[config.mk]
export PLATFORM = sky130hd
export DESIGN_NAME = sif_input_func
export DESIGN_NICKNAME = d
export VERILOG_FILES = /design/src/hdl/sif_pkg.sv /design/src/hdl/sif_input_func.sv
export VERILOG_INCLUDE_DIRS = /design/src /design/src/hdl
export SDC_FILE = /design/constraint.sdc
export NUM_CORES = 2
export LEC_CHECK = 0
export ABC_AREA = 1
export BUFFER_PORTS_ARGS = -buffer_cell sky130_fd_sc_hd__buf_2
export CAP_MARGIN = 20
export CORE_MARGIN = 5
export CORE_UTILIZATION = 53
export CTS_BUF_LIST = sky130_fd_sc_hd__clkbuf_4
export DETAILED_ROUTE_END_ITERATION = 8
export GPL_TIMING_DRIVEN = 0
export PLACE_DENSITY = 0.72
export SLEW_MARGIN = 10
export SYNTH_ARGS = -nofsm -noshare
export SYNTH_HDL_FRONTEND = slang
export SYNTH_SLANG_ARGS = --single-unit
export TNS_END_PERCENT = 20
[constraint.sdc]
create_clock -name clk_sys -period 159.2 [get_ports clk_sys]
set_input_delay 0 -clock clk_sys [delete_from_list [all_inputs] [get_ports clk_sys]]
set_output_delay 0 -clock clk_sys [all_outputs]
set_load 0.02 [all_outputs]
[src/hdl/sif_consts.svh]
/*
 * Constants for the sequence input function logic: register indexes,
 * input function codes, mode values and reset values.
 * Assumes inclusion by bare name from design files.
 */
`ifndef SIF_CONSTS_SVH
`define SIF_CONSTS_SVH
// ****************************************
// register indexes (word index on the register port)
// ****************************************
`define SIF_REG_TCODE0 5'h00
`define SIF_REG_MODE 5'h10
`define SIF_REG_GCAUSE 5'h11
`define SIF_REG_PRESET 5'h12
`define SIF_REG_GNUM0 5'h14
`define SIF_REG_GDEN 5'h18
`define SIF_REG_RAT1 5'h19
`define SIF_REG_RAT2 5'h1A
`define SIF_REG_TL0 5'h1B
`define SIF_REG_TL1 5'h1C
`define SIF_REG_STAT 5'h1F
// ****************************************
// input function codes
// ****************************************
`define SIF_FN_PRESET 16
`define SIF_FN_GAINSW 17
`define SIF_FN_SPDCOM 18
`define SIF_FN_TL0 19
`define SIF_FN_TL1 20
`define SIF_FN_TRQCOM 21
`define SIF_FN_IMMCONT 22
`define SIF_FN_IMMCHG 23
`define SIF_FN_GEAR0 24
`define SIF_FN_GEAR1 25
`define SIF_FN_PINH 26
`define SIF_FN_RAT1 27
`define SIF_FN_RAT2 28
`define SIF_FN_PROP 29
`define SIF_FN_PAUSE 31
`define SIF_FN_CANCEL 32
`define SIF_FN_TEACH 35
`define SIF_FN_POSCTL 37
`define SIF_FN_STEP_A 51
`define SIF_FN_STEP_B 52
`define SIF_FN_STEP_C 53
`define SIF_FN_ADDR0 60
`define SIF_FN_PULSPD 70
// ****************************************
// modes, limits, reset values
// ****************************************
`define SIF_MODE_EXT 3'h6
`define SIF_MODE_POSN 3'h7
`define SIF_GCAUSE_EXT 3'h3
`define SIF_TL_MAX 9'h12C
`define SIF_GNUM_RST 16'h0001
`define SIF_GDEN_RST 16'h0001
`define SIF_RAT_RST 16'h0001
`define SIF_TL_RST 9'h12C
`endif

[src/hdl/sif_pkg.sv]
/*
 * Types for the sequence input function logic.
 * Assumes nothing beyond a SystemVerilog compiler.
 */
`default_nettype none
package sif_pkg;
  // present control state reported by the mode switching logic
  typedef enum logic [1:0] {
    SIF_POS = 2'b00,
    SIF_SPD = 2'b01,
    SIF_TRQ = 2'b10
  } sif_ctrl_t;
endpackage : sif_pkg
`default_nettype wire

[src/hdl/sif_input_func.sv]
/*
 * Sequence input function logic: synchronises the input terminals, maps
 * each to its assigned function code and turns levels and rising edges
 * into drive actions and command selections.
 * Assumes the motion generator, gain blocks and position table sit
 * outside and consume the pulses and levels driven here.
 */
// Design decisions made here: the register offsets and the strobed register port.
`default_nettype none
`include "sif_consts.svh"

// Overview of operation
// [RULE1] preset loads command, feedback minus deviation
// [RULE2] rising edge means inactive to active
// [RULE3] unassigned functions read as inactive
// [RULE4] gain cause 3: switch picks gain set
// [RULE5] speed from comm value when selected
// [RULE6] torque limit 0..300 percent, all modes
// [RULE7] torque from comm value when selected
// [RULE8] immediate continuation in positioning mode only
// [RULE9] immediate change edge while not in-position
// [RULE10] two selects index four gear numerators
// [RULE11] pulse inhibit ignores command pulses
// [RULE12] pulse operation needs servo, position, ratio
// [RULE13] encoder pulses from gear and ratio
// [RULE14] proportional input selects proportional control
// [RULE15] pause decelerates, holds, then resumes
// [RULE16] pause ignores pulse and manual motion
// [RULE17] cancel stops auto, homing, interrupt motion
// [RULE18] teaching writes command position to table
// [RULE19] teaching ignores forced stop and servo-on
// [RULE20] preset marks homing completed
// [RULE21] mode 6 extension, 7 positioning
// [RULE22] terminals synchronised, edges from samples
module sif_input_func #(
  parameter int NT = 6
) (
  // clock and reset
  input wire logic clk_sys,
  input wire logic rst_n,
  // register port
  input wire logic [4:0] reg_addr,
  input wire logic [31:0] reg_wdata,
  input wire logic reg_wr,
  input wire logic reg_rd,
  output wire logic [31:0] reg_rdata,
  // input terminals from pins
  input wire logic [NT-1:0] input_terminal,
  // drive state from the rest of the drive
  input wire sif_pkg::sif_ctrl_t ctrl_state,
  input wire logic servo_on,
  input wire logic in_position,
  input wire logic imm_active,
  input wire logic motion_pausable,
  input wire logic motion_cancellable,
  input wire logic signed [31:0] deviation,
  input wire logic signed [31:0] cmd_pos_now,
  input wire logic [15:0] pulse_cnt,
  // position preset
  output wire logic preset_load,
  output wire logic signed [31:0] preset_cmd_pos,
  output wire logic signed [31:0] preset_fb_pos,
  output wire logic homing_done,
  // command selections
  output wire logic gain_set2,
  output wire logic spd_from_comm,
  output wire logic trq_from_comm,
  output wire logic torque_limit_on,
  output wire logic [8:0] torque_limit_pct,
  output wire logic prop_ctrl,
  // immediate value operation
  output wire logic imm_continue,
  output wire logic imm_change,
  // pulse train path
  output wire logic [15:0] gear_num,
  output wire logic pulse_accept,
  output wire logic pulse_op_en,
  output wire logic [47:0] enc_pulses,
  // pause, cancel, teaching
  output wire logic pause_decel,
  output wire logic pause_hold,
  output wire logic pos_cancel,
  output wire logic teach_wr,
  output wire logic [3:0] teach_addr,
  output wire logic signed [31:0] teach_data
);

  if (NT < 1 || NT > 16) begin : g_bad_nt
    $error("NT must lie between 1 and 16");
  end

  // ****************************************
  // state
  // ****************************************
  typedef struct packed {
    logic [NT-1:0] s1;
    logic [NT-1:0] s2;
    logic [127:0] fprev;
    logic [NT-1:0][7:0] tcode;
    logic [2:0] mode;
    logic [2:0] gcause;
    logic signed [31:0] preset;
    logic [3:0][15:0] gnum;
    logic [15:0] gden;
    logic [15:0] rat1;
    logic [15:0] rat2;
    logic [8:0] tl0;
    logic [8:0] tl1;
    logic [31:0] rdata;
    logic pload;
    logic signed [31:0] cpos;
    logic signed [31:0] fpos;
    logic homed;
    logic gain2;
    logic spdc;
    logic trqc;
    logic tlon;
    logic [8:0] tlpct;
    logic prop;
    logic cont;
    logic chg;
    logic [15:0] gsel;
    logic pacc;
    logic pen;
    logic [47:0] enc;
    logic pdec;
    logic hold;
    logic cancel;
    logic teach;
    logic [3:0] taddr;
    logic signed [31:0] tdata;
  } sif_state_t;

  sif_state_t st_ff;
  sif_state_t nxt_st;
  logic [NT-1:0][127:0] term_hot;
  logic [127:0] fn;
  logic [127:0] rise;

  // ****************************************
  // terminal to function mapping
  // ****************************************
  // one-hot per terminal; a code nobody holds never sets its bit [RULE3]
  for (genvar t = 0; t < NT; t++) begin : g_term
    assign term_hot[t] = st_ff.s2[t] ? (128'h1 << st_ff.tcode[t][6:0]) : 128'h0;
  end

  // or of all terminals, edges from consecutive samples [RULE2] [RULE22]
  always_comb
  begin
    fn = 128'h0;
    for (int t = 0; t < NT; t++)
    begin
      fn = fn | term_hot[t];
    end
    rise = fn & ~st_ff.fprev;
  end

  // ****************************************
  // next state
  // ****************************************
  always_comb
  begin
    logic [3:0] mode_ok;
    logic pos_ok;
    logic [15:0] ratio;
    logic [31:0] scaled;
    mode_ok = 4'h0;
    pos_ok = 1'b0;
    ratio = 16'h0;
    scaled = 32'h0;
    nxt_st = st_ff;
    // two flops before any logic reads a pin [RULE22]
    nxt_st.s1 = input_terminal;
    nxt_st.s2 = st_ff.s1;
    nxt_st.fprev = fn;

    // register writes; torque limits clamp to the maximum
    if (reg_wr)
    begin
      if (reg_addr < 5'(NT))
        nxt_st.tcode[reg_addr[3:0]] = reg_wdata[7:0];
      case (reg_addr)
        `SIF_REG_MODE: nxt_st.mode = reg_wdata[2:0];
        `SIF_REG_GCAUSE: nxt_st.gcause = reg_wdata[2:0];
        `SIF_REG_PRESET: nxt_st.preset = reg_wdata;
        `SIF_REG_GDEN: nxt_st.gden = reg_wdata[15:0];
        `SIF_REG_RAT1: nxt_st.rat1 = reg_wdata[15:0];
        `SIF_REG_RAT2: nxt_st.rat2 = reg_wdata[15:0];
        `SIF_REG_TL0: nxt_st.tl0 = (reg_wdata > 32'(`SIF_TL_MAX)) ? `SIF_TL_MAX : reg_wdata[8:0];
        `SIF_REG_TL1: nxt_st.tl1 = (reg_wdata > 32'(`SIF_TL_MAX)) ? `SIF_TL_MAX : reg_wdata[8:0];
        default: ;
      endcase
      if (reg_addr[4:2] == 3'(`SIF_REG_GNUM0 >> 2))
        nxt_st.gnum[reg_addr[1:0]] = reg_wdata[15:0];
    end

    // register reads, answer stands one cycle; unmapped reads zero
    nxt_st.rdata = 32'h0;
    if (reg_rd)
    begin
      if (reg_addr < 5'(NT))
        nxt_st.rdata = {24'h0, st_ff.tcode[reg_addr[3:0]]};
      case (reg_addr)
        `SIF_REG_MODE: nxt_st.rdata = {29'h0, st_ff.mode};
        `SIF_REG_GCAUSE: nxt_st.rdata = {29'h0, st_ff.gcause};
        `SIF_REG_PRESET: nxt_st.rdata = st_ff.preset;
        `SIF_REG_GDEN: nxt_st.rdata = {16'h0, st_ff.gden};
        `SIF_REG_RAT1: nxt_st.rdata = {16'h0, st_ff.rat1};
        `SIF_REG_RAT2: nxt_st.rdata = {16'h0, st_ff.rat2};
        `SIF_REG_TL0: nxt_st.rdata = {23'h0, st_ff.tl0};
        `SIF_REG_TL1: nxt_st.rdata = {23'h0, st_ff.tl1};
        `SIF_REG_STAT: nxt_st.rdata = {8'h0, 16'(st_ff.s2), st_ff.homed, st_ff.hold,
                                       st_ff.prop, st_ff.pen, st_ff.pacc, st_ff.tlon,
                                       st_ff.gain2, st_ff.spdc};
        default: ;
      endcase
      if (reg_addr[4:2] == 3'(`SIF_REG_GNUM0 >> 2))
        nxt_st.rdata = {16'h0, st_ff.gnum[reg_addr[1:0]]};
    end

    // mode qualifiers: 6 extension, 7 positioning [RULE21]
    mode_ok[2] = (st_ff.mode == `SIF_MODE_EXT) || (st_ff.mode == `SIF_MODE_POSN);
    mode_ok[3] = (st_ff.mode == `SIF_MODE_POSN);

    // position preset; the host presets only at standstill [RULE1] [RULE20]
    nxt_st.pload = rise[`SIF_FN_PRESET];
    if (rise[`SIF_FN_PRESET])
    begin
      nxt_st.cpos = st_ff.preset;
      nxt_st.fpos = st_ff.preset - deviation;
      nxt_st.homed = 1'b1;
    end

    // gain set, speed and torque sources, torque limit, p-control
    nxt_st.gain2 = (st_ff.gcause == `SIF_GCAUSE_EXT) && fn[`SIF_FN_GAINSW]; // [RULE4]
    nxt_st.spdc = (ctrl_state != sif_pkg::SIF_TRQ) && fn[`SIF_FN_SPDCOM]
                  && !fn[`SIF_FN_STEP_A] && !fn[`SIF_FN_STEP_B]
                  && !fn[`SIF_FN_STEP_C] && !fn[`SIF_FN_PULSPD]; // [RULE5]
    nxt_st.trqc = (ctrl_state == sif_pkg::SIF_TRQ) && fn[`SIF_FN_TRQCOM]; // [RULE7]
    nxt_st.tlon = fn[`SIF_FN_TL0] | fn[`SIF_FN_TL1]; // [RULE6]
    nxt_st.tlpct = fn[`SIF_FN_TL1] ? st_ff.tl1 : st_ff.tl0; // [RULE6]
    nxt_st.prop = fn[`SIF_FN_PROP]; // [RULE14]

    // immediate value operation, positioning mode only
    nxt_st.cont = mode_ok[3] && imm_active && rise[`SIF_FN_IMMCONT]; // [RULE8]
    nxt_st.chg = mode_ok[3] && !in_position && rise[`SIF_FN_IMMCHG]; // [RULE9]

    // gear numerator and pulse path; a zero denominator yields no pulses
    nxt_st.gsel = st_ff.gnum[{fn[`SIF_FN_GEAR1], fn[`SIF_FN_GEAR0]}]; // [RULE10]
    nxt_st.pacc = servo_on && (ctrl_state == sif_pkg::SIF_POS) && !fn[`SIF_FN_PINH]; // [RULE11]
    pos_ok = (st_ff.mode == `SIF_MODE_EXT) ? fn[`SIF_FN_POSCTL] : (ctrl_state == sif_pkg::SIF_POS);
    nxt_st.pen = mode_ok[2] && servo_on && pos_ok
                 && (fn[`SIF_FN_RAT1] | fn[`SIF_FN_RAT2]); // [RULE12]
    ratio = fn[`SIF_FN_RAT1] ? st_ff.rat1 : st_ff.rat2; // [RULE12]
    // divide before the ratio multiply, as the formula orders it
    if (st_ff.gden != 16'h0)
      scaled = (32'(pulse_cnt) * 32'(st_ff.gsel)) / 32'(st_ff.gden); // [RULE13]
    nxt_st.enc = (st_ff.pen && st_ff.pacc) ? 48'(scaled) * 48'(ratio) : 48'h0; // [RULE13]

    // pause acts on pausable motion only, cancel on cancellable motion only [RULE15] [RULE16] [RULE17]
    nxt_st.pdec = rise[`SIF_FN_PAUSE] && motion_pausable;
    nxt_st.hold = fn[`SIF_FN_PAUSE] && motion_pausable;
    nxt_st.cancel = rise[`SIF_FN_CANCEL] && motion_cancellable;

    // teaching, not gated by servo-on or forced stop [RULE18] [RULE19]
    nxt_st.teach = mode_ok[3] && rise[`SIF_FN_TEACH];
    if (mode_ok[3] && rise[`SIF_FN_TEACH])
    begin
      nxt_st.taddr = fn[`SIF_FN_ADDR0 +: 4];
      nxt_st.tdata = cmd_pos_now;
    end
  end

  // ****************************************
  // state register
  // ****************************************
  always_ff @(posedge clk_sys or negedge rst_n)
  begin
    if (!rst_n)
    begin
      st_ff <= '0;
      st_ff.gnum <= {4{`SIF_GNUM_RST}};
      st_ff.gden <= `SIF_GDEN_RST;
      st_ff.rat1 <= `SIF_RAT_RST;
      st_ff.rat2 <= `SIF_RAT_RST;
      st_ff.tl0 <= `SIF_TL_RST;
      st_ff.tl1 <= `SIF_TL_RST;
      st_ff.tlpct <= `SIF_TL_RST;
      st_ff.gsel <= `SIF_GNUM_RST;
    end
    else
      st_ff <= nxt_st;
  end

  // outputs straight from the state flops
  assign reg_rdata = st_ff.rdata;
  assign preset_load = st_ff.pload;
  assign preset_cmd_pos = st_ff.cpos;
  assign preset_fb_pos = st_ff.fpos;
  assign homing_done = st_ff.homed;
  assign gain_set2 = st_ff.gain2;
  assign spd_from_comm = st_ff.spdc;
  assign trq_from_comm = st_ff.trqc;
  assign torque_limit_on = st_ff.tlon;
  assign torque_limit_pct = st_ff.tlpct;
  assign prop_ctrl = st_ff.prop;
  assign imm_continue = st_ff.cont;
  assign imm_change = st_ff.chg;
  assign gear_num = st_ff.gsel;
  assign pulse_accept = st_ff.pacc;
  assign pulse_op_en = st_ff.pen;
  assign enc_pulses = st_ff.enc;
  assign pause_decel = st_ff.pdec;
  assign pause_hold = st_ff.hold;
  assign pos_cancel = st_ff.cancel;
  assign teach_wr = st_ff.teach;
  assign teach_addr = st_ff.taddr;
  assign teach_data = st_ff.tdata;
endmodule : sif_input_func
`default_nettype wire

==> metrics.txt <==
Worst R2R Start gear_num[3]; WL final 230200 um; starting density of the core 0.5326; hold_ws 0.1549 ns; CTS resizes 0; final hold vios 0; max cap viols 0; Hold WC Path Type in -> async; synthesis-stage register bit count ~450; grt total ovfl 0; crit path capture enc_pulses[47]; sequential share of the synthesized area 0.1628; # rows 133; Chip Height 373.2 um; total CTS buffers 109; flop-to-flop setup slack between 40 and 50 ns; vias per cell 5.508; top_reg_cell synth dfrtp_1; slowest CP cell a2111oi_2; Worst Setup End Kind register; CP Data Required Time ~160 ns; Max-slew headroom 0.2549; Max Root-Sink Buffers 3; root buffer cell clkbuf_4; Final Setup Violations 0; Ys Warns 0; Final Non-Filler Cells between 10000 and 15000; Setup TNS Final 0 ns; slowest stage delay, CP 0.64 ns; Async SR Flop Fraction 1.000; postcts setup bufs 0; most frequent cells in the layout 2338 x nand2_1, 1674 x inv_1, 697 x o21ai_0; CP dominant cell by count inv_1; Placed Cells 11720; CTS HTree Levels 3; most common cell after layout, fill and taps aside nand2_1; Post-DP HPWL 184400 um; worst-skew pair later-pin latency 1.01 ns; crit start category register; maximum clock rate 8.543 MHz; Tightest Pin Transition 1.089 ns; unique cell type count in the Yosys netlist 92; crit path time final roughly 120 ns; share of cells above drive strength 1 0.1236; Syn-to-layout area delta 12.13%; gpl congestion 0.9934; antenna violations before repair 4; final net count about 12000; status completed; Clock Skew 0.1046 ns; clock sink count between 400 and 500; drt pass-1 iters 7; vias in the first global route slightly below 70000; Post-Synthesis Cells 9609; RSZ-0062 raised after global routing no; Final period util 0.7353; Syn Area/Cell 7.278 um^2; cts hold-fix bufs 275; Die W 373.2 um; largest net degree at the start of global routing 107; I/O Buffers 336; final slew viol count 0; # DRC 0; Worst-path clk slew 0.10 ns; Net Count, Synth 11010; CTS tree yes; GRT Util Overall 0.3254; Worst Path Max Fanout 10; CP Data Arrival Time 117.83 ns; global-route wire length before repair approximately 370000 um; FF-to-FF path depth 705; Worst Path Class, Setup reg -> reg; Die ar. 139300 um^2; number of synthesized flops with an enable pin 0; routed len/inst 18.89 um; final core utilization 0.5972; worst r2r dst enc_pulses[47]; Initial DRC Count between 5000 and 6000; I/O pins between 300 and 400; final-layout fill cell count 11990; total number of vias around 67000; post-route ant nets 0; CP startpoint gear_num[3]; core area 131300 um^2; cell area after synthesis approximately 70000 um^2
==> critical path, delay by kind of cell, from the launching register on <==
kind	cells	cell delay [ns]
buf+inv	240	34.45
flops	1	0.40
simple gates	280	30.38
fa+ha+maj	59	21.19
compound gates	343	63.68
==> area by class of cell <==
class / count / area (um^2) / share of cell area
diodes: 3 / 7.507 / 0.00009574
plain buffers: 514 / 3020 / 0.03852
clock buffers: 153 / 1149 / 0.01465
clock inverters: 35 / 267.8 / 0.003415
inverters: 1781 / 6713 / 0.08561
multi-input cells: 6860 / 48820 / 0.6226
flip-flops and latches: 454 / 11390 / 0.1452
well taps: 1755 / 2196 / 0.02800
repair buffers: 632 / 4851 / 0.06186
==> cell usage after synthesis, types with 43 or more instances <==
cell      number  area [um^2]
nand3_1      252         1261
nand3_2       43        430.4
nor2_2        45        281.5
nand2_2      116        725.7
dfrtp_1      434        10860
buf_4        208         1562
inv_1       1686         6329
o21ai_0      700         3503
fa_1         613        12270
inv_2         70        262.8
xnor2_1      124         1086
ha_1         649         8120
xor2_1       230         2014
nand4_1      101        631.9
nor3_1       139        695.7
a21oi_1      359         1797
a21o_1        52        390.4
o22ai_1       78        488.0
nand2_1     2338         8776
nor2_1       515         1933
clkbuf_1     265        994.7
==> kinds of logic (layout without fill, tap and decap cells) <==
kind of cell               Yosys count  after routing  share of synthesized area
and+or+nand+nor                   3730           3730                     0.2354
buffers and inverters             2295           3115                     0.1392
muxes                                7              7                   0.001127
DFF                                454            454                     0.1628
other                                0              3                          0
AOI/OAI and AO/OA                 1507           1507                     0.1255
xor gates and xnor gates           354            354                    0.04434
adders and majority gates         1262           1262                     0.2916
==> through the flow <==
| step | worst slack, ns | cell area [um^2] |
|---|---|---|
| 2_1_floorplan | 62.97 | 69930 |
| 3_3_place_gp | 46.30 | 73810 |
| 3_5_place_dp | 43.77 | 74220 |
| 4_1_cts | 43.25 | 78410 |
| 5_1_grt | 30.37 | 78410 |
| 6_report | 42.14 | 78410 |
==> metal layers <==
layer / vias up / track usage / wire, um
met3: 626 / 0.05157 / 16630
li1: 31610 / - / -
met1: 32270 / 0.4110 / 93980
met5: - / 0 / 0
met2: 2616 / 0.5449 / 106700
met4: 0 / 0.1600 / 12890
==> flip-flops by register name (all words and copies together), names as in the netlist, 4 cells and up <==
name,count
nxt_st,6
torque_limit_pct,9
gear_num,16
preset_cmd_pos,32
teach_addr,4
enc_pulses,48
preset_fb_pos,32
reg_rdata,32
st_ff,229
teach_data,32
==> worst min path at each step <==
| stage | startpoint | endpoint | slack, ns | cells after the start |
|---|---|---|---|---|
| after floorplan | rst_n | enc_pulses[0] | -0.30 | 0 |
| after global placement | input_terminal[4] | nxt_st[568] | 0.11 | 1 |
| after detailed placement | rst_n | preset_fb_pos[25] | 0.03 | 1 |
| after CTS | reg_wdata[4] | st_ff[224] | 0.001 | 4 |
| after global routing | reg_wdata[4] | st_ff[224] | 0.11 | 4 |
| final | rst_n | preset_fb_pos[26] | 0.15 | 4 |
Power is not shown: default switching activity piles up to over one toggle a cycle in this logic, so the estimate is an artifact.
